--- config.mk ---
export PLATFORM = sky130hd
export DESIGN_NAME = acs_clock_select
export DESIGN_NICKNAME = d
export VERILOG_FILES = /design/src/shared/acs_pkg.sv /design/src/core/acs_clock_select.sv
export SDC_FILE = /design/constraint.sdc
export NUM_CORES = 1
export LEC_CHECK = 0
export BUFFER_PORTS_ARGS = -buffer_cell sky130_fd_sc_hd__buf_2
export CORE_UTILIZATION = 40
export DETAILED_ROUTE_END_ITERATION = 10
export PLACE_DENSITY_LB_ADDON = 0.08
export RECOVER_POWER = 100
export SLEW_MARGIN = 15
export SYNTH_ARGS = -nofsm -noshare
export SYNTH_HDL_FRONTEND = slang
export SYNTH_SLANG_ARGS = --single-unit
--- constraint.sdc ---
create_clock -name MCLK_IN -period 13.6 [get_ports MCLK_IN]
set_input_delay 3.4 -clock MCLK_IN [delete_from_list [all_inputs] [get_ports MCLK_IN]]
set_output_delay 3.4 -clock MCLK_IN [all_outputs]
set_load 0.05 [all_outputs]
--- src/shared/acs_pkg.sv ---
// constants for the sample clock source selector
`default_nettype none
package acs_pkg;
	// register byte offsets
	localparam logic [3:0] OFS_CTRL = 4'h0;
	localparam logic [3:0] OFS_STATUS = 4'h4;
	localparam logic [3:0] OFS_IRQ_STAT = 4'h8;
	localparam logic [3:0] OFS_IRQ_MASK = 4'hC;
	// control fields
	localparam int CTRL_FORCE_INT = 0;
	localparam int CTRL_PREF_LSB = 1;
	localparam int CTRL_SPEED_LSB = 4;
	localparam int CTRL_OPT2_AES = 6;
	localparam logic [6:0] CTRL_RESET = 7'h00;
	// status fields
	localparam int STAT_LINK_LSB = 4;
	localparam int IRQ_SRC_CHG = 0;
	localparam int IRQ_LOCK_LOST = 1;
	// sources: 0 internal, 1..6 word, aes, optical 1, optical 2, madi optical, madi coax
	localparam int N_SRC = 6;
	localparam logic [2:0] SRC_INT = 3'h0;
	// per input report codes
	localparam logic [1:0] LNK_NONE = 2'h0;
	localparam logic [1:0] LNK_LOCK = 2'h1;
	localparam logic [1:0] LNK_SYNC = 2'h2;
	// speed ranges
	localparam logic [1:0] SPD_SINGLE = 2'h0;
	localparam logic [1:0] SPD_DOUBLE = 2'h1;
	localparam logic [1:0] SPD_QUAD = 2'h2;
	localparam logic [6:0] OPT_CH_SINGLE = 7'h08;
	localparam logic [6:0] OPT_CH_DOUBLE = 7'h04;
	localparam logic [6:0] OPT_CH_QUAD = 7'h02;
	localparam logic [6:0] MADI_CH_SINGLE = 7'h40;
	localparam logic [6:0] MADI_CH_DOUBLE = 7'h20;
	localparam logic [6:0] MADI_CH_QUAD = 7'h10;
	// timing
	localparam int CLK_NS = 40;
	localparam int LOCK_TIMEOUT_NS = 100000;
	localparam int LOCK_CYC = LOCK_TIMEOUT_NS / CLK_NS;
	localparam int INT_HALF_CYC = 260;
	localparam int SYNC_TOL = 1;
	localparam int SYNC_WIN_DEFAULT = 16384;
	localparam int STUCK_MAX_CYC = 3000;
endpackage
`default_nettype wire

--- src/core/acs_clock_select.sv ---
// sample clock source selection, input lock report and link channel plan
// Overview of operation
// RULE1 - auto mode follows a valid input clock
// RULE2 - lost reference returns to internal master; code moves to the first locked input, internal only when none is locked
// RULE3 - valid preferred input is the reference
// RULE4 - else scan other inputs, take first valid
// RULE5 - no valid input gives internal clock
// RULE6 - forced internal mode ignores all inputs
// RULE7 - each input reports none, lock or sync
// RULE8 - current reference source is readable
// RULE9 - double speed optical ports carry four channels
// RULE10 - quad speed optical ports carry two channels
// RULE11 - madi carries 64, 32, 16 channels
// RULE12 - second optical port may carry aes output
// RULE13 - unlocked source moves to next in list
// RULE14 - source switch without runt clock pulses
// RULE15 - sync means rate matches within tolerance
`timescale 1ns/1ns
`default_nettype none
module acs_clock_select
	import acs_pkg::*;
#(
	parameter int SYNC_WIN_CYC = SYNC_WIN_DEFAULT
)(
	input wire logic MCLK_IN,
	input wire logic RST_N_IN,
	input wire logic [N_SRC-1:0] REF_CLK_IN,
	input wire logic AXI_AWVALID_IN,
	output logic AXI_AWREADY_OUT,
	input wire logic [3:0] AXI_AWADDR_IN,
	input wire logic AXI_WVALID_IN,
	output logic AXI_WREADY_OUT,
	input wire logic [31:0] AXI_WDATA_IN,
	input wire logic [3:0] AXI_WSTRB_IN,
	output logic AXI_BVALID_OUT,
	input wire logic AXI_BREADY_IN,
	output logic [1:0] AXI_BRESP_OUT,
	input wire logic AXI_ARVALID_IN,
	output logic AXI_ARREADY_OUT,
	input wire logic [3:0] AXI_ARADDR_IN,
	output logic AXI_RVALID_OUT,
	input wire logic AXI_RREADY_IN,
	output logic [31:0] AXI_RDATA_OUT,
	output logic [1:0] AXI_RRESP_OUT,
	output logic SAMPLE_CLK_OUT,
	output logic [2:0] CUR_SRC_OUT,
	output logic [6:0] OPT_CHANNELS_OUT,
	output logic [6:0] MADI_CHANNELS_OUT,
	output logic OPT2_TX_FROM_AES_OUT,
	output logic IRQ_OUT
);
	typedef enum logic [1:0] {
		ST_STABLE = 2'b01,
		ST_SWITCH = 2'b10
	} acs_state_t;

	localparam int WIN_W = $clog2(SYNC_WIN_CYC + 1);
	localparam int LK_W = $clog2(LOCK_CYC + 1);

	logic [6:0] ctrl_q;
	logic [1:0] irq_stat_q;
	logic [1:0] irq_mask_q;
	logic [WIN_W-1:0] win_q;
	logic [9:0] act_cnt_q;
	logic [8:0] int_div_q;
	logic int_lvl_q;
	logic [2:0] cur_src_q;
	logic [2:0] nxt_src_q;
	acs_state_t state_q;
	logic clk_q;
	logic clk_d1_q;
	logic [N_SRC-1:0] lock;
	logic [N_SRC-1:0] sync;
	logic [N_SRC-1:0] lock_d1_q;
	logic [N_SRC-1:0] lvl;
	logic [2*N_SRC-1:0] link_rep;
	logic win_end;
	logic act_tick;

	// per input recovery monitor
	genvar gi;
	generate
		for (gi = 0; gi < N_SRC; gi++)
		begin : g_in
			logic s1_q;
			logic s2_q;
			logic s3_q;
			logic [LK_W-1:0] quiet_q;
			logic [9:0] cnt_q;
			logic sync_q;
			logic rise;
			logic [9:0] diff;
			assign rise = s2_q & ~s3_q;
			assign diff = (cnt_q > act_cnt_q) ? cnt_q - act_cnt_q : act_cnt_q - cnt_q;
			always_ff @(posedge MCLK_IN)
			begin
				s1_q <= REF_CLK_IN[gi];
				s2_q <= s1_q;
				s3_q <= s2_q;
				if (!RST_N_IN)
				begin
					quiet_q <= LK_W'(LOCK_CYC);
					cnt_q <= 10'h000;
					sync_q <= 1'b0;
				end
				else
				begin
					// lock while edges arrive inside the timeout
					if (rise)
						quiet_q <= '0;
					else if (quiet_q != LK_W'(LOCK_CYC))
						quiet_q <= quiet_q + 1'b1;
					cnt_q <= win_end ? 10'h000 : cnt_q + {9'h000, rise};
					if (win_end)
						sync_q <= lock[gi] && (diff <= 10'(SYNC_TOL)); // [RULE15]
					else if (!lock[gi])
						sync_q <= 1'b0;
				end
			end
			assign lock[gi] = quiet_q != LK_W'(LOCK_CYC);
			assign sync[gi] = sync_q & lock[gi];
			assign lvl[gi] = s2_q;
			assign link_rep[2*gi +: 2] = sync[gi] ? LNK_SYNC :
				(lock[gi] ? LNK_LOCK : LNK_NONE); // [RULE7]
		end
	endgenerate

	// first locked input in list order, 0 when none
	function automatic logic [2:0] first_lock(input logic [N_SRC-1:0] l);
		logic [2:0] r;
		r = SRC_INT;
		for (int i = N_SRC - 1; i >= 0; i--)
			if (l[i])
				r = 3'(i + 1);
		return r;
	endfunction

	wire force_int = ctrl_q[CTRL_FORCE_INT];
	wire [2:0] pref = ctrl_q[CTRL_PREF_LSB +: 3];
	wire [1:0] speed = ctrl_q[CTRL_SPEED_LSB +: 2];
	wire pref_ok = (pref < 3'(N_SRC)) && lock[pref];
	wire [2:0] target = force_int ? SRC_INT : // [RULE6]
		(pref_ok ? pref + 3'h1 : // [RULE3]
		first_lock(lock)); // [RULE1] [RULE4] [RULE5] [RULE13]
	wire [6:0] all_lvl = {lvl, int_lvl_q};
	wire cur_lvl = all_lvl[cur_src_q];
	wire nxt_lvl = all_lvl[nxt_src_q];
	wire cur_live = (cur_src_q == SRC_INT) || lock[cur_src_q - 3'h1];
	// commit only with the new clock low and the old one low or dead
	wire commit = (state_q == ST_SWITCH) && (!cur_lvl || !cur_live) && !nxt_lvl
		&& (nxt_src_q == target); // [RULE14]
	wire lock_lost = |(lock_d1_q & ~lock);
	assign win_end = win_q == WIN_W'(SYNC_WIN_CYC - 1);
	assign act_tick = clk_q & ~clk_d1_q;

	// internal crystal divider and selection state
	always_ff @(posedge MCLK_IN)
	begin
		if (!RST_N_IN)
		begin
			int_div_q <= 9'h000;
			int_lvl_q <= 1'b0;
			state_q <= ST_STABLE;
			cur_src_q <= SRC_INT;
			nxt_src_q <= SRC_INT;
			clk_q <= 1'b0;
			clk_d1_q <= 1'b0;
			win_q <= '0;
			act_cnt_q <= 10'h000;
			lock_d1_q <= '0;
		end
		else
		begin
			int_div_q <= (int_div_q == 9'(INT_HALF_CYC - 1)) ? 9'h000 : int_div_q + 9'h001;
			if (int_div_q == 9'(INT_HALF_CYC - 1))
				int_lvl_q <= ~int_lvl_q;
			case (state_q)
				ST_STABLE:
				begin
					if (target != cur_src_q) // [RULE2]
					begin
						nxt_src_q <= target;
						state_q <= ST_SWITCH;
					end
				end
				ST_SWITCH:
				begin
					if (commit)
					begin
						cur_src_q <= nxt_src_q;
						state_q <= ST_STABLE;
					end
					else
						nxt_src_q <= target;
				end
				default:
					state_q <= ST_STABLE;
			endcase
			clk_q <= commit ? 1'b0 : cur_lvl; // [RULE14]
			clk_d1_q <= clk_q;
			win_q <= win_end ? '0 : win_q + 1'b1;
			act_cnt_q <= win_end ? 10'h000 : act_cnt_q + {9'h000, act_tick};
			lock_d1_q <= lock;
		end
	end

	assign SAMPLE_CLK_OUT = clk_q;
	assign CUR_SRC_OUT = cur_src_q; // [RULE8]

	// link channel plan per speed range
	always_ff @(posedge MCLK_IN)
	begin
		if (!RST_N_IN)
		begin
			OPT_CHANNELS_OUT <= OPT_CH_SINGLE;
			MADI_CHANNELS_OUT <= MADI_CH_SINGLE;
			OPT2_TX_FROM_AES_OUT <= 1'b0;
		end
		else
		begin
			OPT_CHANNELS_OUT <= (speed == SPD_QUAD) ? OPT_CH_QUAD : // [RULE10]
				(speed == SPD_DOUBLE) ? OPT_CH_DOUBLE : OPT_CH_SINGLE; // [RULE9]
			MADI_CHANNELS_OUT <= (speed == SPD_QUAD) ? MADI_CH_QUAD :
				(speed == SPD_DOUBLE) ? MADI_CH_DOUBLE : MADI_CH_SINGLE; // [RULE11]
			OPT2_TX_FROM_AES_OUT <= ctrl_q[CTRL_OPT2_AES]; // [RULE12]
		end
	end

	// axi4-lite slave
	wire wr_go = AXI_AWVALID_IN & AXI_WVALID_IN & ~AXI_BVALID_OUT;
	wire rd_go = AXI_ARVALID_IN & ~AXI_RVALID_OUT;
	wire wr_ctrl = wr_go && AXI_AWADDR_IN == OFS_CTRL && AXI_WSTRB_IN[0];
	wire wr_istat = wr_go && AXI_AWADDR_IN == OFS_IRQ_STAT && AXI_WSTRB_IN[0];
	wire wr_imask = wr_go && AXI_AWADDR_IN == OFS_IRQ_MASK && AXI_WSTRB_IN[0];
	wire aw_map = AXI_AWADDR_IN[1:0] == 2'h0;
	wire ar_map = AXI_ARADDR_IN[1:0] == 2'h0;
	wire [31:0] status_word = {16'h0000, link_rep, 1'b0, cur_src_q};
	wire [31:0] rd_word =
		(AXI_ARADDR_IN == OFS_CTRL) ? {25'h000_0000, ctrl_q} :
		(AXI_ARADDR_IN == OFS_STATUS) ? status_word :
		(AXI_ARADDR_IN == OFS_IRQ_STAT) ? {30'h0000_0000, irq_stat_q} :
		(AXI_ARADDR_IN == OFS_IRQ_MASK) ? {30'h0000_0000, irq_mask_q} : 32'h0000_0000;
	wire [1:0] irq_set = {lock_lost, commit};
	assign AXI_AWREADY_OUT = wr_go;
	assign AXI_WREADY_OUT = wr_go;
	assign AXI_ARREADY_OUT = rd_go;

	always_ff @(posedge MCLK_IN)
	begin
		if (!RST_N_IN)
		begin
			ctrl_q <= CTRL_RESET;
			irq_stat_q <= 2'h0;
			irq_mask_q <= 2'h0;
			AXI_BVALID_OUT <= 1'b0;
			AXI_BRESP_OUT <= 2'h0;
			AXI_RVALID_OUT <= 1'b0;
			AXI_RDATA_OUT <= 32'h0000_0000;
			AXI_RRESP_OUT <= 2'h0;
		end
		else
		begin
			if (wr_ctrl)
				ctrl_q <= AXI_WDATA_IN[6:0];
			if (wr_imask)
				irq_mask_q <= AXI_WDATA_IN[1:0];
			// set wins over write-one clear
			irq_stat_q <= (irq_stat_q & ~(wr_istat ? AXI_WDATA_IN[1:0] : 2'h0)) | irq_set;
			if (wr_go)
			begin
				AXI_BVALID_OUT <= 1'b1;
				AXI_BRESP_OUT <= aw_map ? 2'h0 : 2'h2;
			end
			else if (AXI_BREADY_IN)
				AXI_BVALID_OUT <= 1'b0;
			if (rd_go)
			begin
				AXI_RVALID_OUT <= 1'b1;
				AXI_RDATA_OUT <= rd_word;
				AXI_RRESP_OUT <= ar_map ? 2'h0 : 2'h2;
			end
			else if (AXI_RREADY_IN)
				AXI_RVALID_OUT <= 1'b0;
		end
	end

	assign IRQ_OUT = |(irq_stat_q & irq_mask_q);

	// run lengths of a dead reference and of an unused valid preference
	logic [11:0] dead_cnt_q;
	logic [11:0] pref_cnt_q;
	wire dead_ref = cur_src_q != SRC_INT && !cur_live && !force_int;
	wire pref_wait = !force_int && pref_ok && cur_src_q != pref + 3'h1;
	always_ff @(posedge MCLK_IN)
	begin
		if (!RST_N_IN)
		begin
			dead_cnt_q <= 12'h000;
			pref_cnt_q <= 12'h000;
		end
		else
		begin
			dead_cnt_q <= dead_ref ? dead_cnt_q + 12'h001 : 12'h000;
			pref_cnt_q <= pref_wait ? pref_cnt_q + 12'h001 : 12'h000;
		end
	end

	// checks
	chk_forced_internal: assert property (@(posedge MCLK_IN) disable iff (!RST_N_IN) // [RULE6]
		$rose(force_int) |-> ##[1:600] cur_src_q == SRC_INT)
		else $error("forced internal mode not reached");
	chk_none_internal: assert property (@(posedge MCLK_IN) disable iff (!RST_N_IN) // [RULE5]
		(lock == '0) [*4] |-> ##[0:600] cur_src_q == SRC_INT)
		else $error("no valid input but not internal");
	chk_lost_leaves: assert property (@(posedge MCLK_IN) disable iff (!RST_N_IN) // [RULE2]
		dead_cnt_q < 12'(STUCK_MAX_CYC))
		else $error("dead reference kept");
	chk_pref_taken: assert property (@(posedge MCLK_IN) disable iff (!RST_N_IN) // [RULE3]
		pref_cnt_q < 12'(STUCK_MAX_CYC))
		else $error("valid preferred input not used");
	chk_switch_low: assert property (@(posedge MCLK_IN) disable iff (!RST_N_IN) // [RULE14]
		$changed(cur_src_q) |-> !clk_q ##1 (clk_q == $past(nxt_lvl) || !clk_q))
		else $error("source switched with clock high");
	chk_sync_lock: assert property (@(posedge MCLK_IN) disable iff (!RST_N_IN) // [RULE7]
		(sync & ~$past(sync) & ~$past(lock)) == '0)
		else $error("sync reported without lock");
	chk_sync_window: assert property (@(posedge MCLK_IN) disable iff (!RST_N_IN) // [RULE15]
		(sync & ~$past(sync)) != '0 |-> $past(win_end))
		else $error("sync granted outside a window end");
	chk_opt_quad: assert property (@(posedge MCLK_IN) disable iff (!RST_N_IN) // [RULE10]
		speed == SPD_QUAD |=> OPT_CHANNELS_OUT == 7'h02 && MADI_CHANNELS_OUT == 7'h10)
		else $error("quad speed channel count wrong");
	chk_opt_double: assert property (@(posedge MCLK_IN) disable iff (!RST_N_IN) // [RULE9]
		speed == SPD_DOUBLE |=> OPT_CHANNELS_OUT == 7'h04 && MADI_CHANNELS_OUT == 7'h20)
		else $error("double speed channel count wrong");
	chk_irq_source: assert property (@(posedge MCLK_IN) disable iff (!RST_N_IN) // [RULE8]
		commit |=> irq_stat_q[IRQ_SRC_CHG] && cur_src_q == $past(nxt_src_q))
		else $error("source change not flagged");
	cov_follow_input: cover property (@(posedge MCLK_IN) disable iff (!RST_N_IN)
		$past(cur_src_q) == SRC_INT && cur_src_q != SRC_INT);
	cov_fall_back: cover property (@(posedge MCLK_IN) disable iff (!RST_N_IN)
		$past(cur_src_q) != SRC_INT && cur_src_q == SRC_INT);
	cov_sync_seen: cover property (@(posedge MCLK_IN) disable iff (!RST_N_IN) |sync);
endmodule // acs_clock_select
`default_nettype wire

Yosys cells after proc, flatten, opt, wreduce, memory -nomap -nowiden
Cells that the tools add are included.

Output and inout bits: 61. Register bits: 271.

Eq/ne operators: 28. Add/subtract/negate cells: 29. Bitwise gates (word level): 33. Muxes and demuxes: 79. Reductions and logical operators: 50. Magnitude comparators: 17.

Operators by type and width (number): 2-to-1 mux 12 bit (12); subtractor 10 bit (12); adder 12 x 1 -> 12 bit (second input constant) (6); inequality test 12 bit (second input constant) (6); adder 10 x 1 -> 10 bit (7); greater-than comparator 10 bit (6); <= comparator 10 x 1 -> 1 bit (second input constant) (6); 2-to-1 mux 10 bit (6); 2-to-1 mux 16 bit (2); 2-to-1 mux 3 bit (10); 2-to-1 mux 1 bit (26); 2-to-1 mux 2 bit (13); OR reduction 2 bit (11); nonzero test 2 bit (9); AND 1 bit (16); == test 4 bit (second input constant) (4); logical AND 1 bit (16); < comparator 3 x 4 -> 1 bit (second input constant) (4); adder 15 x 1 -> 15 bit (second input constant) (1); == test 15 x 14 -> 1 bit (second input constant) (1); 2-to-1 mux 7 bit (2); binary-select mux 1 bit (select 3 bit) (4); inequality test 2 x 1 -> 1 bit (second input constant) (6); NOT 1 bit (11); 27 further kinds (39).

Logic depth before layout (Yosys ltp)
Gate-level depths: netlist of run 1.

Word-level depth: 13. Gate-level depth with buffers: 15.

Worst setup path before layout of run 1
Ideal clock, no wire load.

Kind: input to output. From: in AXI_AWVALID_IN. To: out AXI_WREADY_OUT. Arrival time: 4.582 ns. Setup slack: 5.618 ns. Path buffers: 1. Data required time: 10.200 ns. Stages: 3. Cells stage by stage: nand2_1 > nor2_1 > buf_4.

Longest elaborated chain between the ends: 2.

RTL lines: start: declaration (RTL line acs_clock_select.sv:28) `input wire logic AXI_AWVALID_IN,`; AND 1 bit (2 in a row) (RTL line acs_clock_select.sv:230) `wire wr_go = AXI_AWVALID_IN & AXI_WVALID_IN & ~AXI_BVALID_OUT;`; end: declaration (RTL line acs_clock_select.sv:32) `output logic AXI_WREADY_OUT,`.

No other way between the ends.

Final worst setup path of run 1
From: in AXI_ARVALID_IN. To: out AXI_ARREADY_OUT.

Longest elaborated chain between the ends: 1.

RTL lines: start: declaration (RTL line acs_clock_select.sv:38) `input wire logic AXI_ARVALID_IN,`; AND 1 bit (RTL line acs_clock_select.sv:231) `wire rd_go = AXI_ARVALID_IN & ~AXI_RVALID_OUT;`; end: declaration (RTL line acs_clock_select.sv:39) `output logic AXI_ARREADY_OUT,`.

No other way between the ends.

==> results of run 1 <==
layer usage:
metal,routed length [um],share of wire (%),vias to the layer above
li1,-,-,6345
met1,19700,49,5859
met2,18500,46,144
met3,1100,2.7,51
met4,987,2.4,0
met5,0,0,-
area by class of cell:
| cell class | count | area (um^2) | area share [%] |
|---|---|---|---|
| Clock buffer | 41 | 883 | 5.11 |
| Clock inverter | 13 | 176 | 1.02 |
| Multi-Input combinational cell | 1385 | 9890 | 57.3 |
| Sequential cell | 242 | 4840 | 28.0 |
| Inverter | 126 | 473 | 2.74 |
| Tap cell | 518 | 648 | 3.75 |
| Antenna cell | 1 | 2.50 | 0.0145 |
| Timing Repair Buffer | 76 | 360 | 2.08 |
state kept, by name, summed over array words and instances, names as in the netlist, 7 cells and up:
register,cells
int_div_q,9
win_q,15
act_cnt_q,10
ctrl_q,7
g_in.quiet_q,72
AXI_RDATA_OUT,16
g_in.cnt_q,60
metrics by stage:
stage | instance area (um^2) | power, mW | std cells | hold slack (ns) | setup WS [ns]
after detailed placement | 16300 | 1.06 | 2347 | 0.312 | 5.83
after global placement | 16300 | 1.05 | 2347 | 0.314 | 5.86
after CTS | 17300 | 1.91 | 2401 | 0.330 | 5.82
after floorplan | 15700 | 0.998 | 1843 | 0.310 | 5.62
after global routing | 17300 | 1.97 | 2401 | 0.338 | 5.67
final | 17300 | 1.88 | 2402 | 0.326 | 5.76
cells in the final DEF, fill, tap and decap left out, types with 7 or more instances in the layout:
cell type    n
conb_1      26
dfxtp_1    242
buf_4       11
o21ai_1     15
and3_1      18
mux2i_1     52
nor3b_1      8
mux2_2      12
nor4_1      17
nor2b_1     52
ha_1       147
nand2_1     87
or3_1       16
xor2_1      60
fa_1        12
nand3_1    106
inv_1      125
a221oi_1     9
nor3_1      42
mux2_1       8
o21a_1       7
a21oi_1     69
nand2b_1    13
a21o_1      26
buf_2       27
o21bai_1    10
a21boi_0     9
o21ai_0     77
nand4_1     40
nor2_1     167
clkbuf_16   31
clkbuf_1    41
and2_1      31
clkbuf_8     7
xnor2_1    106
a31oi_1     12
cells by family (layout without fill, tap and decap cells):
kind of cell	count (synthesis)	after routing
AOI/OAI and AO/OA	315	315
xor gates and xnor gates	167	167
adders and majority gates	159	159
buffers and inverters	216	256
DFF	242	242
muxes	75	75
other	1	27
and+or+nand+nor	643	643
power by group:
part           internal, mW  switching (mW)  leakage, nW
registers             0.737          0.0281         1.97
clock network         0.526           0.313        0.517
logic                 0.107           0.169         4.35
total                  1.37           0.510         6.84
worst max-delay path, cell delays in order:
cell and delay [ns]:
buf_2 0.11, nand2b_1 0.06, buf_4 0.25, clkinv_1 0.25, clkbuf_1 0.35
worst paths after layout:
| check | from | to | slack (ns) | depth (start not counted) |
|---|---|---|---|---|
| hold reg to reg | g_in[3].s1_q | g_in[3].s2_q | 0.33 | 0 |
| setup reg to reg | act_cnt_q[2] | g_in[2].sync_q | 8.69 | 12 |
| hold / removal | g_in[3].s1_q | g_in[3].s2_q | 0.33 | 0 |
| setup / recovery | AXI_ARVALID_IN | AXI_ARREADY_OUT | 5.76 | 5 |
==> metrics, run 1 <==
Synth-to-Final Area Change=10.5%; met2 Usage GRT=33.0%; Clock Sinks=242; HP Class=reg -> reg; Post-DP HPWL=29100 um; Startpoint Class=input port; final setup fails=0; most frequent cells after synthesis=242 x dfxtp_1, 167 x nor2_1, 147 x ha_1, 125 x inv_1; RSZ-0062 raised after global routing=no; Fill cells=3905; max cap viols=2; I/O pin cnt=118; post-synth top area share=31.0%; CP Capture Type=output port; number of DRC markers in iteration 0=608; Max clock buf depth=3; number of synthesized register bits=242; Routed wire per std cell=16.8 um; GRT overflow=0; Max Freq=128 MHz; Port Buffer Count=63; ys async rst share=0%; Max Slew Vio Count=144; Power Dens Cells=109 nW/um^2; Post-synth EDFFs=0; nets=2077; die height=200 um; worst skew pair latency=0.56 ns; number of cell rows=72; final core utilization=44.7%; largest net degree at the start of global routing=75; Final TNS setup=0 ns; Post-Synth XOR/XNOR Area=9.40%; largest family of logic cells by synthesized area=simple AND/OR/NAND/NOR gates; vias=12.4k; full die area=39900 um^2; Syn Inst Count=1818; total CTS buffers=30; Post-Synth Simple-Gate Area=21.4%; DRT Pass-1 Iters=5; ys flop type=dfxtp_1; top-count cell post-synth=dfxtp_1; post-synthesis adder-cell area fraction=13.3%; Tmin final=7.84 ns; CTS tree=done; mux contribution to synthesized area=5.15%; Core Area=38600 um^2; Synth area leaders=dfxtp_1 31%, ha_1 12%, xnor2_1 5.9%, nor2_1 4.0%, nand3_1 3.4%; Die Wd=200 um; failing checks=max-capacitance violations, max-slew violations; Required @ worst endpoint=10.20 ns; initial antenna violation count=1; Yosys warnings=0; crit path kind=in -> out; # Post-CTS Setup Buffers=0; post-synthesis compound-gate area fraction=13.4%; crit path DAT=4.44 ns; cell taking the most area after synthesis=dfxtp_1; H-tree levels=1; final worst path period share=57.6%; Initial Util=40.5%; Fin Clk Skew=0.00831 ns; Leakage=6.84 nW; first-pass GRT wire length=62800 um; share of cells above drive strength 1=7.06%; vias in the first global route=11.5k; gr usage total=20.0%; CTS hold repair buffers=0; Worst Tran Pin Value=2.90 ns; register area share after synthesis=31.0%; clock-pin slew on the worst setup and hold paths=0.06 ns; busiest grt layer=met2; vias per inst=5.16; DRC viols=0; headroom to the max-slew limit=-93.0%; final hold vios=0; status=finished with violations; CP Max Fanout=19; routed wire length=40300 um; mean post-synth cell area=8.61 um^2; synthesized cell area=15600 um^2; VDD IR-drop max=0.100 mV; CTS root buf=clkbuf_16; GPL Wtd Cong=0.843; met3 Usage GRT=2.35%; distinct cell type count after synthesis=102; M1 GR Usage=27.6%; Antenna Nets Post-Route=0; Post-CTS Resized=0
No activity file was read; power rests on OpenSTA's default activity.
==> run 2: changes to the inputs <==
clock period = 8.1 ns   (was 13.6 ns; I/O delays follow)
==> metrics, run 2 (synthesized netlist as in run 1, its figures left out) <==
final core utilization=44.9% (was 44.7%); largest net degree at the start of global routing=75 (unchanged); Port Buffer Count=63 (unchanged); vias per inst=5.20 (was 5.16); Post-CTS Resized=0 (unchanged); FF-to-FF End=g_in[2].sync_q (unchanged); Worst Setup EP=g_in[5].sync_q (was AXI_ARREADY_OUT); crit path kind=in -> reg (was in -> out); Leakage=6.88 nW (was 6.84 nW); Reg2Reg Setup Slack=3.28 ns (was 8.69 ns); vias in the first global route=11.6k (was 11.5k); Die Wd=200 um (unchanged); Tmin final=5.80 ns; final worst path period share=71.6%; Largest regs=g_in.quiet_q: 72 flops, g_in.cnt_q: 60 flops, AXI_RDATA_OUT: 16 flops (unchanged); Max Freq=172 MHz; fin cells=2405 (was 2402); I/O pin cnt=118 (unchanged); Hold WS=0.327 ns (was 0.326 ns); die height=200 um (unchanged); antenna cells=0 (was 1); number of cell rows=72 (unchanged); CP Max Fanout=74 (was 19); post-route setup slack=2.30 ns (was 5.76 ns); commonest non-fill, non-tap cell in the layout=dfxtp_1 (unchanged); Synth-to-Final Area Change=10.8% (was 10.5%); share of cells above drive strength 1=7.31% (was 7.06%); status=finished with violations (unchanged); DRT Pass-1 Iters=5 (unchanged); Routed wire per std cell=16.8 um (about the same); Max Slew Vio Count=112 (was 144); gr usage total=20.0% (about the same); headroom to the max-slew limit=-105% (was -93.0%); Worst Hold Depth=0 (unchanged); Initial Util=40.5% (unchanged); Pwr Total=3.24 mW (was 1.88 mW); Fin Clk Skew=0.00957 ns (was 0.00831 ns); Core Area=38600 um^2 (unchanged); Reg-to-Reg Start=act_cnt_q[2] (unchanged); initial antenna violation count=0 (was 1); worst slack, placed=3.01 ns (was 5.83 ns); HP Class=reg -> reg (unchanged); # Post-CTS Setup Buffers=0 (unchanged); GRT overflow=0 (unchanged); total CTS buffers=30 (unchanged); Worst Tran Pin Value=3.08 ns (was 2.90 ns); first-pass GRT wire length=63100 um (was 62800 um); Final TNS setup=0 ns (unchanged); commonest non-fill, non-tap cells in the layout=242 x dfxtp_1, 167 x nor2_1, 147 x ha_1 (unchanged); max cap viols=2 (unchanged); DRC viols=0 (unchanged); CTS root buf=clkbuf_16 (unchanged); Largest Register=g_in.quiet_q (unchanged); Post-DP HPWL=28900 um (was 29100 um); # placed instances=2349 (was 2347); routed wire length=40400 um (was 40300 um); Setup crit start=RST_N_IN (was AXI_ARVALID_IN); number of DRC markers in iteration 0=690 (was 608); RSZ-0062 raised after global routing=no (unchanged); crit path DAT=6.29 ns (was 4.44 ns); max reg flops=72 (unchanged); final hold vios=0 (unchanged); Required @ worst endpoint=8.59 ns (was 10.20 ns); Startpoint Class=input port (unchanged); CP Capture Type=register (was output port); R2R cell count=12 (unchanged); H-tree levels=1 (unchanged); DP Area=16300 um^2 (about the same); fin area=17300 um^2 (about the same); Antenna Nets Post-Route=0 (unchanged); worst skew pair latency=0.57 ns (was 0.56 ns); GPL Wtd Cong=0.849 (was 0.843); CTS tree=done (unchanged); final setup fails=0 (unchanged); clock-pin slew on the worst setup and hold paths=0.06 ns (about the same); vias=12.5k (was 12.4k); full die area=39900 um^2 (unchanged); Power Dens Cells=187 nW/um^2 (was 109 nW/um^2); VDD IR-drop max=0.148 mV (was 0.100 mV); CTS hold repair buffers=0 (unchanged); Clock Sinks=242 (unchanged); Max clock buf depth=3 (unchanged); failing checks=max-capacitance violations, max-slew violations (unchanged); nets=2079 (was 2077)
run 2: worst min path at each step:
stage	slack [ns]	to	from
finish	0.33	g_in[0].s2_q	g_in[0].s1_q
detailed placement	0.32	g_in[0].s2_q	g_in[0].s1_q
global placement	0.31	g_in[0].s2_q	g_in[0].s1_q
global route	0.35	g_in[0].s2_q	g_in[0].s1_q
floorplan	0.31	g_in[0].s2_q	g_in[0].s1_q
CTS	0.33	g_in[0].s2_q	g_in[0].s1_q
run 2: area by class of cell:
class | instances | area (um^2)
clock buffer | 35 | 821
clock inverter | 21 | 288
fill | 3870 | 21300
inverter | 126 | 473
multi-input combinational | 1385 | 9890
sequential | 242 | 4840
tap | 518 | 648
timing repair buffer | 78 | 372
run 2: per-layer routing:
layer	routed length, um	global-route usage (%)	part of all wire (%)	vias to the layer above
met3	1300	2.47	3.2	58
met2	18200	32.9	45	190
met1	19800	27.4	49	5891
met5	0	0	0	-
met4	1070	5.77	2.7	0
li1	-	-	-	6376
run 2: report_power, final:
| group | leakage (nW) | total (mW) | internal [mW] | switching [mW] |
|---|---|---|---|---|
| Sequential | 1.97 | 1.28 | 1.24 | 0.0461 |
| Combinational | 4.36 | 0.461 | 0.179 | 0.281 |
| Clock | 0.547 | 1.49 | 0.943 | 0.549 |
| Total | 6.88 | 3.24 | 2.36 | 0.876 |
run 2: worst max-delay path: stages:
cell	delay, ns
clkbuf_1	0.70
clkbuf_1	2.22
nand2_1	0.34
inv_1	0.29
nand4_1	0.11
a2111o_1	0.34
o21ai_0	0.14
==> run 3: changes to the inputs <==
clock period = 5.1 ns   (was 8.1 ns; I/O delays follow)
==> metrics, run 3 (synthesized netlist as in run 1, its figures left out) <==
final core utilization=44.6% (was 44.9%); routed wire length=40300 um (was 40400 um); Post-CTS Resized=0 (unchanged); Worst Tran Pin Value=1.92 ns (was 3.08 ns); Startpoint Class=input port (unchanged); Leakage=6.83 nW (was 6.88 nW); # placed instances=2363 (was 2349); area of the multi-input gates=9860 um^2 (was 9890 um^2); fin cells=2416 (was 2405); headroom to the max-slew limit=-27.7% (was -105%); Tmin final=4.49 ns; final setup fails=0 (unchanged); Power Dens Cells=277 nW/um^2 (was 187 nW/um^2); worst skew pair latency=0.56 ns (was 0.57 ns); Largest Register=g_in.quiet_q (unchanged); CTS hold repair buffers=0 (unchanged); first-pass GRT wire length=64200 um (was 63100 um); largest net degree at the start of global routing=76 (was 75); I/O pin cnt=118 (unchanged); failing checks=max-capacitance violations, max-slew violations (unchanged); max cap viols=1 (was 2); met2 Usage GRT=34.1% (was 32.9%); H-tree levels=1 (unchanged); Max clock buf depth=3 (unchanged); VDD IR-drop max=0.274 mV (was 0.148 mV); nets=2092 (was 2079); CP Max Fanout=19 (was 74); die height=200 um (unchanged); vias per inst=5.13 (was 5.20); Clock Sinks=242 (unchanged); Hold WS=0.326 ns (was 0.327 ns); DRC viols=0 (unchanged); final hold vios=0 (unchanged); met3 Usage GRT=2.55% (was 2.47%); Pwr Total=4.77 mW (was 3.24 mW); Die Wd=200 um (unchanged); # Post-CTS Setup Buffers=0 (unchanged); vias=12.4k (was 12.5k); gr usage total=20.3% (was 20.0%); Synth-to-Final Area Change=10.1% (was 10.8%); HP Class=reg -> reg (unchanged); share of cells above drive strength 1=7.27% (was 7.31%); Port Buffer Count=63 (unchanged); Post-DP HPWL=30000 um (was 28900 um); number of DRC markers in iteration 0=543 (was 690); max reg flops=72 (unchanged); Fin Clk Skew=0.0105 ns (was 0.00957 ns); crit path kind=in -> out (was in -> reg); CP Capture Type=output port (was register); Antenna Nets Post-Route=0 (unchanged); CTS tree=done (unchanged); Final TNS setup=0 ns (unchanged); DRT Pass-1 Iters=5 (unchanged); Core Area=38600 um^2 (unchanged); Max Slew Vio Count=39 (was 112); Routed wire per std cell=16.7 um (was 16.8 um); GPL Wtd Cong=0.837 (was 0.849); commonest non-fill, non-tap cells in the layout=242 x dfxtp_1, 167 x nor2_1, 147 x ha_1 (unchanged); crit path DAT=3.22 ns (was 6.29 ns); M1 GR Usage=27.8% (was 27.4%); busiest grt layer=met2 (unchanged); Max Freq=222 MHz; GRT overflow=0 (unchanged); Fill cells=3926 (was 3870); initial antenna violation count=1 (was 0); RSZ-0062 raised after global routing=no (unchanged); total CTS buffers=29 (was 30); final worst path period share=88.1%; number of cell rows=72 (unchanged); Initial Util=40.5% (unchanged); Required @ worst endpoint=3.83 ns (was 8.59 ns); register area=4840 um^2 (unchanged); commonest non-fill, non-tap cell in the layout=dfxtp_1 (unchanged); CTS root buf=clkbuf_16 (unchanged); vias in the first global route=11.8k (was 11.6k); clock-pin slew on the worst setup and hold paths=0.06 ns (about the same); full die area=39900 um^2 (unchanged); Largest regs=g_in.quiet_q: 72 flops, g_in.cnt_q: 60 flops, AXI_RDATA_OUT: 16 flops (unchanged); status=finished with violations (unchanged)
[run 3: changes by cell type in the layout (fill, tap and decap cells not counted), sizes merged, moves of 2 or more]
| cell | before | now |
|---|---|---|
| buf | 39 | 51 |
| bufinv | 7 | 2 |
| clkbuf | 74 | 76 |
| clkinv | 12 | 8 |
| inv | 125 | 129 |
[run 3: report_power, final]
group	switching (mW)	internal [mW]	leakage [nW]	total [mW]
logic	0.444	0.287	4.41	0.732
clock network	0.849	1.15	0.439	2.00
registers	0.0738	1.97	1.97	2.04
total	1.37	3.40	6.83	4.77
[run 3: metrics by stage]
stage	cell area, um^2	worst slack (ns)
3_5_place_dp	16400	1.10
3_3_place_gp	16400	1.14
6_report	17200	0.605
5_1_grt	17200	0.413
4_1_cts	17300	1.07
2_1_floorplan	15700	0.736
[run 3: area by class of cell]
type / count / area share (%)
antenna: 1 / 0.0145
sequential: 242 / 28.1
tap: 518 / 3.76
clock buffer: 35 / 4.34
clock inverter: 17 / 0.930
inverter: 126 / 2.75
timing repair buffer: 92 / 2.80
multi-input combinational: 1385 / 57.3
[run 3: worst max-delay path, cell delays in order]
cell	delay, ns
buf_2	0.11
nand2b_1	0.06
clkbuf_1	0.82
clkinv_1	0.54
clkbuf_1	0.41
[run 3: worst paths after layout]
kind	from	endpoint	slack, ns	cells after the start
setup reg to reg	win_q[6]	act_cnt_q[7]	0.84	9
hold / removal	g_in[4].s1_q	g_in[4].s2_q	0.33	0
setup / recovery	AXI_ARVALID_IN	AXI_ARREADY_OUT	0.61	5
hold reg to reg	g_in[4].s1_q	g_in[4].s2_q	0.33	0
[run 3: metal layers]
metal | share of wire (%) | up-vias
met1 | 50 | 5790
met4 | 2.2 | 0
met3 | 2.8 | 56
met5 | 0 | -
met2 | 46 | 136
li1 | - | 6404
